[src/include/sdi_pkg.sv]
// package for the system decode and interrupt block
// assumes a single 50 MHz clock and an axi4-lite register port
package sdi_pkg;
	// register byte offsets, chosen locally inside each block's window (decoder 0x00-0x14, interrupt 0x20-0x34)
	localparam logic [7:0] SDI_OFS_PEND = 8'h20;
	localparam logic [7:0] SDI_OFS_MASK = 8'h24;
	localparam logic [7:0] SDI_OFS_FIQSEL = 8'h28;
	localparam logic [7:0] SDI_OFS_FIQVEC = 8'h2c;
	localparam logic [7:0] SDI_OFS_IRQVEC = 8'h30;
	localparam logic [7:0] SDI_OFS_CTRL = 8'h34;
	localparam logic [7:0] SDI_OFS_FLBASE = 8'h00;
	localparam logic [7:0] SDI_OFS_ROMBASE = 8'h04;
	localparam logic [7:0] SDI_OFS_RAMBASE = 8'h08;
	localparam logic [7:0] SDI_OFS_SIZES = 8'h0c;
	localparam logic [7:0] SDI_OFS_PRIV = 8'h10;
	localparam logic [7:0] SDI_OFS_FAULT = 8'h14;
	// block bases at the top of the space
	localparam logic [31:0] SDI_CIM_BASE = 32'hffffff00;
	localparam logic [31:0] SDI_DEC_BASE = 32'hfffffe00;
	localparam logic [31:0] SDI_CIM_LO = 32'hffffff20;
	localparam logic [31:0] SDI_CIM_HI = 32'hffffff37;
	// memory map defaults
	localparam logic [31:0] SDI_BOOT_ROM_BASE = 32'h00000000;
	localparam logic [31:0] SDI_BOOT_ROM_SPAN = 32'h00010000;
	localparam logic [31:0] SDI_ROM_IMG_MASK = 32'h00000fff;
	localparam logic [31:0] SDI_RUN_ROM_BASE = 32'h00010000;
	localparam logic [31:0] SDI_RST_FL_BASE = 32'h00010000;
	localparam logic [31:0] SDI_RUN_FL_BASE = 32'h00000000;
	localparam logic [31:0] SDI_RAM_BASE = 32'h00019000;
	localparam logic [4:0] SDI_SZ_4K = 5'h02;
	localparam logic [4:0] SDI_SZ_32K = 5'h05;
	localparam logic [4:0] SDI_SZ_MAX = 5'h0e;
	localparam int SDI_SZ_LOG_MIN = 10;
	// control loop peripherals
	localparam logic [31:0] SDI_PER_FIRST = 32'h00020000;
	localparam logic [31:0] SDI_PER_STEP = 32'h00010000;
	localparam logic [31:0] SDI_PER_WIN_MASK = 32'h000000ff;
	localparam int SDI_PER_N = 13;
	// peripheral selects, 1 kB each
	localparam logic [31:0] SDI_PSEL_BASE = 32'hfff7e000;
	localparam int SDI_PSEL_LOG = 10;
	localparam int SDI_PSEL_N = 8;
	localparam logic [3:0] SDI_WAIT_RST = 4'h1;
	localparam logic [4:0] SDI_CH_BROWNOUT = 5'h00;
	localparam logic [4:0] SDI_CH_WATCHDOG = 5'h02;
	localparam logic [1:0] SDI_RESP_OKAY = 2'h0;
	localparam logic [1:0] SDI_RESP_SLVERR = 2'h2;

	// cpu side access request
	typedef struct packed {
		logic req;
		logic wr;
		logic priv;
		logic [31:0] addr;
	} sdi_cpu_req_t;

	// bus engine states
	typedef enum logic [3:0] {
		SDI_IDLE = 4'h1,
		SDI_WAIT = 4'h2,
		SDI_BRESP = 4'h4,
		SDI_RRESP = 4'h8
	} sdi_state_t;
endpackage

[src/verilog/sdi_system_module.sv]
// system decode and interrupt block: address decode, access protection, 32 channel interrupts
// assumes the cpu holds its request until ack and clears serviced pending bits itself
//
// Design decisions made here: the AXI4-Lite interface to the registers and the address map.
`timescale 1ns/10ps
module sdi_system_module #(
	parameter int NCH = 32,
	parameter int PWAIT_W = 4
) (
	input wire logic clk,
	input wire logic arst_n,
	// axi4-lite slave
	input wire logic [31:0] s_awaddr,
	input wire logic s_awvalid,
	output logic s_awready,
	input wire logic [31:0] s_wdata,
	input wire logic [3:0] s_wstrb,
	input wire logic s_wvalid,
	output logic s_wready,
	output logic [1:0] s_bresp,
	output logic s_bvalid,
	input wire logic s_bready,
	input wire logic [31:0] s_araddr,
	input wire logic [2:0] s_arprot,
	input wire logic [2:0] s_awprot,
	input wire logic s_arvalid,
	output logic s_arready,
	output logic [31:0] s_rdata,
	output logic [1:0] s_rresp,
	output logic s_rvalid,
	input wire logic s_rready,
	// cpu access decode port
	input wire sdi_pkg::sdi_cpu_req_t cpu_req,
	output logic cpu_wait,
	output logic sel_flash,
	output logic sel_rom,
	output logic sel_ram,
	output logic [12:0] sel_loop_per,
	output logic [7:0] sel_periph,
	output logic access_fault,
	output logic access_reset,
	output logic [2:0] clk_speed,
	// interrupt requests and outputs
	input wire logic [31:0] irq_src,
	output logic fiq_n,
	output logic irq_n
);
	// =====================================================
	// configuration registers
	logic [31:0] fl_base_ff, nxt_fl_base;
	logic [31:0] rom_base_ff, nxt_rom_base;
	logic [31:0] ram_base_ff, nxt_ram_base;
	logic [4:0] fl_sz_ff, nxt_fl_sz, rom_sz_ff, nxt_rom_sz, ram_sz_ff, nxt_ram_sz;
	logic run_map_ff, nxt_run_map;
	logic [15:0] user_ok_ff, nxt_user_ok;
	logic fault_to_reset_ff, nxt_fault_to_reset;
	logic [2:0] clk_speed_ff, nxt_clk_speed;
	logic [PWAIT_W-1:0] pwait_ff, nxt_pwait;
	logic [NCH-1:0] pend_ff, nxt_pend, mask_ff, nxt_mask, fiqsel_ff, nxt_fiqsel;
	logic [NCH-1:0] src_s1_ff, src_s2_ff;
	sdi_pkg::sdi_state_t st_ff, nxt_st;
	logic [31:0] rdata_ff, nxt_rdata;
	logic [1:0] resp_ff, nxt_resp;
	logic [3:0] wcnt_ff, nxt_wcnt;
	logic wr_ff, nxt_wr;
	logic [31:0] waddr_ff, nxt_waddr, wdata_ff, nxt_wdata;
	logic wpriv_ff, nxt_wpriv;
	logic [PWAIT_W-1:0] pcnt_ff, nxt_pcnt;
	logic fault_ff, nxt_fault, rstreq_ff, nxt_rstreq;

	// =====================================================
	// region match helper
	function automatic logic in_region(input logic [31:0] a, input logic [31:0] b,
			input logic [4:0] sz);
		logic [31:0] m;
		m = (32'h00000001 << (sz + 5'(sdi_pkg::SDI_SZ_LOG_MIN))) - 32'h00000001;
		in_region = ((a & ~m) == (b & ~m));
	endfunction

	// =====================================================
	// cpu address decode
	logic dec_any, dec_hit_regs, priv_ok;
	logic [NCH-1:0] req_vec;
	always_comb begin
		sel_flash = 1'b0;
		sel_rom = 1'b0;
		sel_ram = 1'b0;
		sel_loop_per = '0;
		sel_periph = '0;
		dec_hit_regs = 1'b0;
		priv_ok = 1'b1;
		if (cpu_req.req) begin
			if (!run_map_ff && cpu_req.addr < sdi_pkg::SDI_BOOT_ROM_SPAN)
				sel_rom = 1'b1;
			else if (in_region(cpu_req.addr, rom_base_ff, rom_sz_ff))
				sel_rom = 1'b1;
			else if (in_region(cpu_req.addr, fl_base_ff, fl_sz_ff))
				sel_flash = 1'b1;
			else if (in_region(cpu_req.addr, ram_base_ff, ram_sz_ff))
				sel_ram = 1'b1;
			// 256 byte windows at 64K steps
			for (int i = 0; i < sdi_pkg::SDI_PER_N; i++) begin
				if ((cpu_req.addr & ~sdi_pkg::SDI_PER_WIN_MASK) ==
						sdi_pkg::SDI_PER_FIRST + 32'(i) * sdi_pkg::SDI_PER_STEP)
					sel_loop_per[i] = 1'b1;
			end
			if ((cpu_req.addr >> (sdi_pkg::SDI_PSEL_LOG + 3)) ==
					(sdi_pkg::SDI_PSEL_BASE >> (sdi_pkg::SDI_PSEL_LOG + 3)))
				sel_periph[cpu_req.addr[12:10]] = 1'b1;
			// decoder registers at top; the interrupt window is matched in dec_any
			if (cpu_req.addr[31:8] == sdi_pkg::SDI_DEC_BASE[31:8])
				dec_hit_regs = 1'b1;
			if (!cpu_req.priv) begin
				if (sel_flash) priv_ok = user_ok_ff[0];
				if (sel_rom) priv_ok = user_ok_ff[1];
				if (sel_ram) priv_ok = user_ok_ff[2];
				if (|sel_periph) priv_ok = user_ok_ff[3];
				if (|sel_loop_per) priv_ok = user_ok_ff[4];
			end
		end
	end
	assign dec_any = sel_flash | sel_rom | sel_ram | (|sel_loop_per) | (|sel_periph) |
		dec_hit_regs | ((cpu_req.addr >= sdi_pkg::SDI_CIM_LO) &&
		(cpu_req.addr <= sdi_pkg::SDI_CIM_HI));

	// =====================================================
	// cpu wait and fault generation
	// wait cycles owed by the current access; counting up lets the first cycle wait already
	logic [PWAIT_W-1:0] need_wait;
	assign need_wait = dec_hit_regs ? PWAIT_W'(sdi_pkg::SDI_WAIT_RST) :
		((|sel_periph) ? pwait_ff : '0);
	always_comb begin
		nxt_pcnt = '0;
		nxt_fault = 1'b0;
		nxt_rstreq = rstreq_ff;
		// stretch peripheral cycles, count clears once the access completes
		if (cpu_req.req && pcnt_ff < need_wait)
			nxt_pcnt = pcnt_ff + 1'b1;
		// fault or reset on bad access
		if (cpu_req.req && (!dec_any || !priv_ok)) begin
			nxt_fault = !fault_to_reset_ff;
			nxt_rstreq = fault_to_reset_ff;
		end
	end
	// wait state on decoder register access and on peripheral select access
	assign cpu_wait = cpu_req.req && (pcnt_ff < need_wait);
	assign access_fault = fault_ff;
	assign access_reset = rstreq_ff;
	assign clk_speed = clk_speed_ff;

	// =====================================================
	// interrupt channels
	// sources are asynchronous, two stages before use
	always_ff @(posedge clk or negedge arst_n) begin
		if (!arst_n) begin
			src_s1_ff <= '0;
			src_s2_ff <= '0;
		end else begin
			src_s1_ff <= irq_src;
			src_s2_ff <= src_s1_ff;
		end
	end
	// channel n fed by source n, brownout 0 and watchdog 2
	assign req_vec = src_s2_ff;

	function automatic logic [5:0] top_chan(input logic [NCH-1:0] v);
		logic [5:0] r;
		r = 6'h00;
		for (int i = 0; i < NCH; i++)
			if (v[i]) r = {1'b1, 5'(i)};
		top_chan = r;
	endfunction
	logic [NCH-1:0] act_fiq, act_irq;
	logic [5:0] fiq_vec, irq_vec;
	assign act_fiq = pend_ff & mask_ff & fiqsel_ff;
	assign act_irq = pend_ff & mask_ff & ~fiqsel_ff;
	// vector index, zero when none pending
	assign fiq_vec = top_chan(act_fiq);
	assign irq_vec = top_chan(act_irq);
	assign fiq_n = ~(|act_fiq);
	assign irq_n = ~((|act_irq) && !(|act_fiq));

	// =====================================================
	// axi4-lite engine and register writes
	logic aw_take, ar_take;
	assign s_awready = (st_ff == sdi_pkg::SDI_IDLE) && s_wvalid && !s_arvalid;
	assign s_wready = s_awready && s_awvalid;
	assign s_arready = (st_ff == sdi_pkg::SDI_IDLE);
	assign aw_take = s_awvalid && s_wready;
	assign ar_take = s_arvalid && s_arready;
	assign s_bvalid = (st_ff == sdi_pkg::SDI_BRESP);
	assign s_rvalid = (st_ff == sdi_pkg::SDI_RRESP);
	assign s_bresp = resp_ff;
	assign s_rresp = resp_ff;
	assign s_rdata = rdata_ff;

	always_comb begin
		logic [7:0] ofs;
		logic isdec;
		ofs = waddr_ff[7:0];
		isdec = (waddr_ff[31:8] == sdi_pkg::SDI_DEC_BASE[31:8]);
		nxt_st = st_ff;
		nxt_wcnt = wcnt_ff;
		nxt_wr = wr_ff;
		nxt_waddr = waddr_ff;
		nxt_wdata = wdata_ff;
		nxt_wpriv = wpriv_ff;
		nxt_rdata = rdata_ff;
		nxt_resp = resp_ff;
		nxt_fl_base = fl_base_ff;
		nxt_rom_base = rom_base_ff;
		nxt_ram_base = ram_base_ff;
		nxt_fl_sz = fl_sz_ff;
		nxt_rom_sz = rom_sz_ff;
		nxt_ram_sz = ram_sz_ff;
		nxt_run_map = run_map_ff;
		nxt_user_ok = user_ok_ff;
		nxt_fault_to_reset = fault_to_reset_ff;
		nxt_clk_speed = clk_speed_ff;
		nxt_pwait = pwait_ff;
		nxt_mask = mask_ff;
		nxt_fiqsel = fiqsel_ff;
		nxt_pend = pend_ff;
		unique case (st_ff)
			sdi_pkg::SDI_IDLE: begin
				if (s_arvalid) begin
					nxt_wr = 1'b0;
					nxt_waddr = s_araddr;
					nxt_wpriv = s_arprot[0];
					nxt_wcnt = sdi_pkg::SDI_WAIT_RST;
					nxt_st = sdi_pkg::SDI_WAIT;
				end else if (aw_take) begin
					nxt_wr = 1'b1;
					nxt_waddr = s_awaddr;
					nxt_wdata = s_wdata;
					nxt_wpriv = s_awprot[0];
					nxt_wcnt = sdi_pkg::SDI_WAIT_RST;
					nxt_st = sdi_pkg::SDI_WAIT;
				end
			end
			sdi_pkg::SDI_WAIT: begin
				nxt_resp = sdi_pkg::SDI_RESP_OKAY;
				nxt_rdata = 32'h00000000;
				if (!isdec && waddr_ff[31:8] != sdi_pkg::SDI_CIM_BASE[31:8])
					nxt_resp = sdi_pkg::SDI_RESP_SLVERR;
				if (wr_ff) begin
					nxt_st = sdi_pkg::SDI_BRESP;
					if (isdec && wpriv_ff) begin
						unique case (ofs)
							sdi_pkg::SDI_OFS_FLBASE: nxt_fl_base = wdata_ff;
							sdi_pkg::SDI_OFS_ROMBASE: nxt_rom_base = wdata_ff;
							sdi_pkg::SDI_OFS_RAMBASE: nxt_ram_base = wdata_ff;
							sdi_pkg::SDI_OFS_SIZES: begin
								nxt_fl_sz = (wdata_ff[4:0] > sdi_pkg::SDI_SZ_MAX) ?
									sdi_pkg::SDI_SZ_MAX : wdata_ff[4:0];
								nxt_rom_sz = (wdata_ff[12:8] > sdi_pkg::SDI_SZ_MAX) ?
									sdi_pkg::SDI_SZ_MAX : wdata_ff[12:8];
								nxt_ram_sz = (wdata_ff[20:16] > sdi_pkg::SDI_SZ_MAX) ?
									sdi_pkg::SDI_SZ_MAX : wdata_ff[20:16];
								nxt_run_map = wdata_ff[31];
							end
							sdi_pkg::SDI_OFS_PRIV: nxt_user_ok = wdata_ff[15:0];
							sdi_pkg::SDI_OFS_FAULT: begin
								nxt_fault_to_reset = wdata_ff[0];
								nxt_clk_speed = wdata_ff[6:4];
								nxt_pwait = wdata_ff[8 +: PWAIT_W];
							end
							default: ;
						endcase
					end else if (isdec) begin
						nxt_resp = sdi_pkg::SDI_RESP_SLVERR;
					end else if (ofs == sdi_pkg::SDI_OFS_MASK) begin
						nxt_mask = wdata_ff;
					end else if (ofs == sdi_pkg::SDI_OFS_FIQSEL) begin
						nxt_fiqsel = wdata_ff;
					end
				end else begin
					nxt_st = sdi_pkg::SDI_RRESP;
					if (isdec) begin
						unique case (ofs)
							sdi_pkg::SDI_OFS_FLBASE: nxt_rdata = fl_base_ff;
							sdi_pkg::SDI_OFS_ROMBASE: nxt_rdata = rom_base_ff;
							sdi_pkg::SDI_OFS_RAMBASE: nxt_rdata = ram_base_ff;
							sdi_pkg::SDI_OFS_SIZES: nxt_rdata = {run_map_ff, 10'h000,
								ram_sz_ff, 3'h0, rom_sz_ff, 3'h0, fl_sz_ff};
							sdi_pkg::SDI_OFS_PRIV: nxt_rdata = {16'h0000, user_ok_ff};
							sdi_pkg::SDI_OFS_FAULT: nxt_rdata = {20'h00000,
								PWAIT_W'(pwait_ff), 1'b0, clk_speed_ff, 3'h0,
								fault_to_reset_ff};
							default: ;
						endcase
					end else begin
						unique case (ofs)
							sdi_pkg::SDI_OFS_PEND: nxt_rdata = pend_ff;
							sdi_pkg::SDI_OFS_MASK: nxt_rdata = mask_ff;
							sdi_pkg::SDI_OFS_FIQSEL: nxt_rdata = fiqsel_ff;
							sdi_pkg::SDI_OFS_FIQVEC: nxt_rdata = {26'h0, fiq_vec};
							sdi_pkg::SDI_OFS_IRQVEC: nxt_rdata = {26'h0, irq_vec};
							default: ;
						endcase
					end
				end
			end
			sdi_pkg::SDI_BRESP: if (s_bready) nxt_st = sdi_pkg::SDI_IDLE;
			sdi_pkg::SDI_RRESP: if (s_rready) nxt_st = sdi_pkg::SDI_IDLE;
		endcase
		// write one clears, a new request wins
		if (st_ff == sdi_pkg::SDI_WAIT && wr_ff && !isdec && ofs == sdi_pkg::SDI_OFS_PEND)
			nxt_pend = pend_ff & ~wdata_ff;
		nxt_pend = nxt_pend | req_vec;
	end

	// =====================================================
	// state registers
	// reset returns to rom execution map
	always_ff @(posedge clk or negedge arst_n) begin
		if (!arst_n) begin
			st_ff <= sdi_pkg::SDI_IDLE;
			fl_base_ff <= sdi_pkg::SDI_RST_FL_BASE;
			rom_base_ff <= sdi_pkg::SDI_BOOT_ROM_BASE;
			ram_base_ff <= sdi_pkg::SDI_RAM_BASE;
			fl_sz_ff <= sdi_pkg::SDI_SZ_32K;
			rom_sz_ff <= sdi_pkg::SDI_SZ_4K;
			ram_sz_ff <= sdi_pkg::SDI_SZ_4K;
			run_map_ff <= 1'b0;
			user_ok_ff <= 16'hffff;
			fault_to_reset_ff <= 1'b0;
			clk_speed_ff <= 3'h0;
			pwait_ff <= '0;
			pend_ff <= '0;
			mask_ff <= '0;
			fiqsel_ff <= '0;
			rdata_ff <= 32'h00000000;
			resp_ff <= sdi_pkg::SDI_RESP_OKAY;
			wcnt_ff <= 4'h0;
			wr_ff <= 1'b0;
			waddr_ff <= 32'h00000000;
			wdata_ff <= 32'h00000000;
			wpriv_ff <= 1'b0;
			pcnt_ff <= '0;
			fault_ff <= 1'b0;
			rstreq_ff <= 1'b0;
		end else begin
			st_ff <= nxt_st;
			fl_base_ff <= nxt_fl_base;
			rom_base_ff <= nxt_rom_base;
			ram_base_ff <= nxt_ram_base;
			fl_sz_ff <= nxt_fl_sz;
			rom_sz_ff <= nxt_rom_sz;
			ram_sz_ff <= nxt_ram_sz;
			run_map_ff <= nxt_run_map;
			user_ok_ff <= nxt_user_ok;
			fault_to_reset_ff <= nxt_fault_to_reset;
			clk_speed_ff <= nxt_clk_speed;
			pwait_ff <= nxt_pwait;
			pend_ff <= nxt_pend;
			mask_ff <= nxt_mask;
			fiqsel_ff <= nxt_fiqsel;
			rdata_ff <= nxt_rdata;
			resp_ff <= nxt_resp;
			wcnt_ff <= nxt_wcnt;
			wr_ff <= nxt_wr;
			waddr_ff <= nxt_waddr;
			wdata_ff <= nxt_wdata;
			wpriv_ff <= nxt_wpriv;
			pcnt_ff <= nxt_pcnt;
			fault_ff <= nxt_fault;
			rstreq_ff <= nxt_rstreq;
		end
	end
endmodule // sdi_system_module

[config.mk]
export PLATFORM = sky130hd
export DESIGN_NAME = sdi_system_module
export DESIGN_NICKNAME = d
export VERILOG_FILES = /design/src/include/sdi_pkg.sv /design/src/verilog/sdi_system_module.sv
export SDC_FILE = /design/constraint.sdc
export NUM_CORES = 1
export LEC_CHECK = 0
export BUFFER_PORTS_ARGS = -buffer_cell sky130_fd_sc_hd__buf_2
export CAP_MARGIN = 0
export CORE_UTILIZATION = 55
export CTS_CLUSTER_DIAMETER = 50
export DETAILED_ROUTE_END_ITERATION = 10
export GPL_TIMING_DRIVEN = 1
export PLACE_DENSITY = 0.85
export RECOVER_POWER = 100
export SYNTH_ARGS = -nofsm -noshare
export SYNTH_HDL_FRONTEND = slang
export SYNTH_SLANG_ARGS = --single-unit
[constraint.sdc]
create_clock -name clk -period 11.75 [get_ports clk]
set_clock_uncertainty 0.1 [all_clocks]
set_input_delay 2.35 -clock clk [delete_from_list [all_inputs] [get_ports clk]]
set_output_delay 2.35 -clock clk [all_outputs]
set_load 0.05 [all_outputs]
==> results of run 1 <==
layer usage:
layer,vias up,GRT usage (%),part of all wire [%]
li1,8940,-,-
met1,9981,47.6,37
met2,1444,59.4,46
met3,320,7.06,10
met4,0,21.1,6.6
met5,-,0,0
power by group through the flow:
stage	clock (mW)	combinational, mW	sequential, mW
floorplan	0	0.420	1.77
global placement	0	0.701	1.82
detailed placement	0	0.720	1.83
CTS	1.19	0.731	1.82
global route	1.25	0.780	1.85
finish	1.19	0.732	1.84
flip-flops by register name, indices dropped and copies added (netlist names), 16 cells and up:
signal	flops
fiqsel_ff	32
wdata_ff	32
req_vec	32
s_rdata	32
user_ok_ff	16
pend_ff	32
waddr_ff	32
src_s1_ff	32
mask_ff	32
ram_base_ff	32
fl_base_ff	32
rom_base_ff	32
stage by stage:
stage               util, %  hold WS, ns  cell area [um2]  cells
floorplan                 -        0.231            22600   2388
global placement       60.1        0.232            24100   3015
detailed placement     60.1        0.235            24100   3015
CTS                    63.0        0.249            25300   3078
global route           62.5        0.254            25100   3078
finish                 62.5        0.247            25100   3080
cell usage in the layout, fill, tap and decap left out, types with 31 or more instances in the layout:
cell type,count
dfrtp_1,380
o21ai_0,113
mux2_2,178
mux2i_1,36
nor3_1,38
nor2_1,157
clkbuf_16,37
a21oi_1,99
nand3_1,79
buf_2,168
nand2_1,379
xnor2_1,59
a222oi_1,31
xor2_1,56
a21o_1,44
clkbuf_1,93
how the worst max path moves through the flow:
stage                         end         start  slack [ns]  cells past startpoint
CTS                       sel_rom  rom_sz_ff[1]        3.59                     13
global placement         cpu_wait   cpu_req[17]        3.72                     13
global route             s_wready     s_arvalid        1.62                      8
detailed placement       cpu_wait   cpu_req[17]        3.69                     13
floorplan           sel_periph[0]   cpu_req[17]        4.02                      7
finish                   s_wready     s_arvalid        1.86                      8
critical path, cell delays in order:
cell	delay [ns]
clkbuf_1	1.57
nor2b_1	0.17
and2_0	0.28
nand2_1	0.08
clkbuf_1	1.40
clkinv_1	0.75
buf_4	0.47
clkbuf_1	0.35
layout make-up:
class                           instances  area [um2]  area share [%]
Multi-Input combinational cell       1784       11700            46.7
Sequential cell                       405       10200            40.4
Clock inverter                         13         126           0.503
Inverter                               28         105           0.418
Tap cell                              525         657            2.61
Antenna cell                            2        5.00          0.0199
Timing Repair Buffer                  273        1310            5.23
Clock buffer                           50        1030            4.12
logic make-up (layout without fill, tap and decap cells):
group | count (synthesis) | count (layout) | share of synthesized area (%)
multiplexers | 224 | 224 | 11.0
XOR/XNOR | 115 | 115 | 4.45
flip-flops | 405 | 405 | 44.9
AND/OR/NAND/NOR | 873 | 873 | 18.4
other | 1 | 4 | 0.0166
buffers and inverters | 199 | 364 | 3.43
adder cells (fa/ha/maj) | 10 | 10 | 0.553
AO/OA/AOI/OAI | 560 | 560 | 17.2
==> results.ini, run 1 <==
[setup_path]
reg2reg_to=access_reset
r2r_start=rom_sz_ff[1]
rrSetupSlack_ns=5.23
crit_type=in2out
startpoint_type=input port
arrival_ns=7.44
cp-end-kind=output pin
crit_fanout=35
cp.required_ns=9.30
r2r_cells=14

[logic_synthesis]
synthTopCellsByCount=380 x dfrtp_1, 379 x nand2_1, 186 x mux2_2, 163 x nor2_1, 147 x clkbuf_1
yosys.area.top_type=dfrtp_1
synth.most_common_cell=dfrtp_1
synth_flop_cell=dfrtp_1
synth_edf_count=0
synth_area_um2=22600
syn_inst=2387
yosys-top-cells-area=dfrtp_1 42%, mux2_2 9.3%, nand2_1 6.3%, dfstp_2 2.9%, nor2_1 2.7%
ys_seq_elements=405
syn_area_per_cell_um2=9.48
yosysSeqAreaShare_pct=44.9
yosysTopAreaCellShare_pct=42.0
synth_warnings=0
async_flop_share_pct=100
synth_cell_types=100

[finish]
fillers=3251
layout-drive-gt1-share_pct=18.8
layout.nets=2719
syn_to_final_growth_pct=11.1

[pwr]
swShare_pct=36.1
power.internal_mw=2.40
comb_power_share_pct=19.5
power.leakage_nw=11.1
seqPwrFrac_pct=48.9
peakVddDrop_v=0.000150
power_frac_clock_pct=31.6
power.total_mw=3.75
power.density_nw_per_um2=149
power_switching_mw=1.36

[hold_path]
min-delay-start=src_s1_ff[5]
holdCritPathClass=reg2reg
min_to=req_vec[5]
holdPathStages=0

[cts]
cts_setup_buffers=0
cts_hold_buf=0
ctsRootBufferMaster=clkbuf_16
clkTransAtPathRegs_ns=0.06
cts.sinks=405
clk_latency_ns=0.54
htree_num_levels=2
cts_tree=yes
clk_path_buf_depth=3
numCtsBuffers=37
post_cts_resized=0

[placed_design]
place_congestion=1.02
hpwl_mm=55.9
portBuffers=241
pre_cts_slack_ns=3.69

[global_route]
grt.overflow.total=0
grt_pass1_vias=20093
grt_pass1_wl_mm=118
grt_max_degree=139
grtUsageTotal_pct=37.2
grt_antenna_before_repair=2

[route]
routedWlPerCell_um=25.3
wirelength_mm=77.9
drtPass1Iterations=9
drtIter0Drc=2728
viasPerCell=6.72
drcViolationCount=0
antenna_left=0
via_count=20685

[run_status]
status=complete, but fails checks
violations=max-capacitance violations, max-slew violations

[die]
die_area_um2=42000
die_x_um=205
fp-row-count=73
num_io_pins=253
die_h_um=205
start_util_pct=56.3
fp.coreArea_um2=40200

[sta]
tightest_slew_ns=4.23
setup_viol=0
slew_viol_final=625
timing.final.crit_period_ns=9.89
finalCritPeriodShare_pct=84.2
fin_ws_ns=1.86
timing.fmax_ghz=0.101
rsz0062_at_grt=false
slew_headroom_pct=-182
hold_viol=0
finalSetupTns_ns=0

[run]
maxCapViolCount=16

Note: power is estimated with default switching activity, not from simulation.
==> inputs of run 2 (changes only) <==
- clock period: 11.75 -> 10.07 ns (I/O delays scaled with it)
==> results.ini, run 2 (same netlist as run 1, synthesis figures left out) <==
[setup_path]
crit_fanout=22  ; was 35
reg2reg_to=access_reset  ; unchanged
rrSetupSlack_ns=3.30  ; was 5.23 ns
crit_chain=ha_1 > nor2b_1 > o21ai_0 > nand2_1 > nand3_1 > ha_1 > and3_1 > a31oi_1 > nor4_1 > a221oi_1 > a21oi_1 > nand4_1 > o21ai_0 > nor3_1 > buf_2  ; was clkbuf_1 > nor2b_1 > and2_0 > nand2_1 > clkbuf_1 > clkinv_1 > buf_4 > clkbuf_1
crit_slowest_cell=dfstp_1  ; was clkbuf_1
cp.required_ns=7.96  ; was 9.30 ns
r2r_start=rom_sz_ff[1]  ; unchanged
cp-end-kind=output pin  ; unchanged
crit_path_start=rom_sz_ff[1]  ; was s_arvalid
arrival_ns=6.56  ; was 7.44 ns
crit_path_max_incr_delay_ns=1.09  ; was 1.57 ns
r2r_cells=16  ; was 14
startpoint_type=flop  ; was input port
crit_type=reg2out  ; was in2out

[route]
routedWlPerCell_um=25.3  ; about the same
wirelength_mm=77.9  ; about the same
antenna_left=0  ; unchanged
drcViolationCount=0  ; unchanged
drtPass1Iterations=6  ; was 9
viasPerCell=6.71  ; was 6.72
via_count=20667  ; was 20685
drtIter0Drc=2950  ; was 2728

[global_route]
grt.overflow.total=0  ; unchanged
grt_antenna_before_repair=2  ; unchanged
grt_pass1_vias=19814  ; was 20093
grt_max_degree=173  ; was 139
grt_pass1_wl_mm=117  ; was 118 mm
grtUsageTotal_pct=37.0  ; was 37.2%

[pwr]
power.total_mw=4.34  ; was 3.75 mW
power.leakage_nw=11.1  ; about the same
peakVddDrop_v=0.000208  ; was 0.000150 V
power.density_nw_per_um2=173  ; was 149 nW/um2

[sta]
slew_headroom_pct=-242  ; was -182%
hold_viol=0  ; unchanged
timing.final.crit_period_ns=8.67
setup_viol=0  ; unchanged
rsz0062_at_grt=false  ; unchanged
holdWs_ns=0.245  ; was 0.247 ns
finalCritPeriodShare_pct=86.1
tightest_slew_ns=5.13  ; was 4.23 ns
finalSetupTns_ns=0  ; unchanged
timing.fmax_ghz=0.115
slew_viol_final=657  ; was 625

[die]
die_h_um=205  ; unchanged
die_area_um2=42000  ; unchanged
fp.coreArea_um2=40200  ; unchanged
start_util_pct=56.3  ; unchanged
fp-row-count=73  ; unchanged
num_io_pins=253  ; unchanged
die_x_um=205  ; unchanged

[cts]
clkTransAtPathRegs_ns=0.06  ; about the same
post_cts_resized=0  ; unchanged
clk_latency_ns=0.53  ; was 0.54 ns
cts.sinks=405  ; unchanged
cts_setup_buffers=0  ; unchanged
cts_hold_buf=0  ; unchanged
cts_tree=yes  ; unchanged
clk_path_buf_depth=3  ; unchanged
ctsRootBufferMaster=clkbuf_16  ; unchanged
numCtsBuffers=37  ; unchanged
htree_num_levels=2  ; unchanged

[placed_design]
portBuffers=241  ; unchanged
place_congestion=1.04  ; was 1.02
hpwl_mm=56.0  ; was 55.9 mm

[run]
maxCapViolCount=16  ; unchanged

[hold_path]
holdCritPathClass=reg2reg  ; unchanged
min_to=req_vec[25]  ; was req_vec[5]
min-delay-start=src_s1_ff[25]  ; was src_s1_ff[5]
holdPathStages=0  ; unchanged

[finish]
layout.nets=2721  ; was 2719
final_common_cell=dfrtp_1  ; unchanged
final_cell_mix=380 x dfrtp_1, 379 x nand2_1, 182 x mux2_2  ; was 380 x dfrtp_1, 379 x nand2_1, 178 x mux2_2
fillers=3257  ; was 3251
layout-drive-gt1-share_pct=19.0  ; was 18.8%
syn_to_final_growth_pct=11.0  ; was 11.1%

[run_status]
status=complete, but fails checks  ; unchanged
violations=max-capacitance violations, max-slew violations  ; unchanged

==> run 2: cell types whose count changed in the layout (fill, tap and decap cells not counted), sizes merged <==
cell | before | now
diode | 2 | 1
clkinvlp | 3 | 0
inv | 28 | 27
clkbuf | 136 | 141
buf | 187 | 191
bufinv | 2 | 0
clkinv | 8 | 7
==> run 2: area by class of cell <==
| cell class | instances | area, um2 | share of cell area (%) |
|---|---|---|---|
| antenna | 1 | 2.50 | 0.00996 |
| clock buffer | 57 | 1090 | 4.34 |
| clock inverter | 6 | 37.5 | 0.149 |
| inverter | 28 | 105 | 0.418 |
| multi-input combinational | 1784 | 11700 | 46.7 |
| sequential | 405 | 10200 | 40.5 |
| tap | 525 | 657 | 2.62 |
| timing repair buffer | 275 | 1340 | 5.33 |
==> run 2: metal layers <==
layer | global-route usage [%] | wire, um
met1 | 47.7 | 29500
met2 | 59.0 | 35900
met3 | 6.33 | 7280
met4 | 20.9 | 5130
met5 | 0 | 0
==> run 2: worst max-delay path: cells and delay by family (launching register included) <==
kind	cells	cell delay, ns
DFF	1	1.09
and+or+nand+nor	7	1.79
buffers and inverters	1	0.28
adders and majority gates	2	1.13
AOI/OAI and AO/OA	5	1.72
==> run 2: per-stage QoR <==
stage | utilization (%) | instances | instance area [um2] | setup WS, ns
3_3_place_gp | 60.1 | 3017 | 24200 | 2.77
2_1_floorplan | - | 2388 | 22600 | 3.01
6_report | 62.5 | 3081 | 25100 | 1.40
5_1_grt | 62.5 | 3080 | 25100 | 0.988
3_5_place_dp | 60.1 | 3017 | 24200 | 2.57
4_1_cts | 63.0 | 3080 | 25300 | 2.24
==> run 2: where the power goes <==
group          total (mW)  internal, mW  switching (mW)
combinational       0.849         0.219           0.630
clock                1.34         0.746           0.594
sequential           2.15          1.81           0.346
==> run 2: worst max-delay path by stage <==
stage                          to  slack (ns)  depth (start not counted)
detailed placement       cpu_wait        2.57                         13
global placement         cpu_wait        2.77                         13
CTS                       sel_ram        2.24                         12
global route              sel_rom        0.99                         15
finish                    sel_ram        1.40                         15
floorplan           sel_periph[0]        3.01                          7
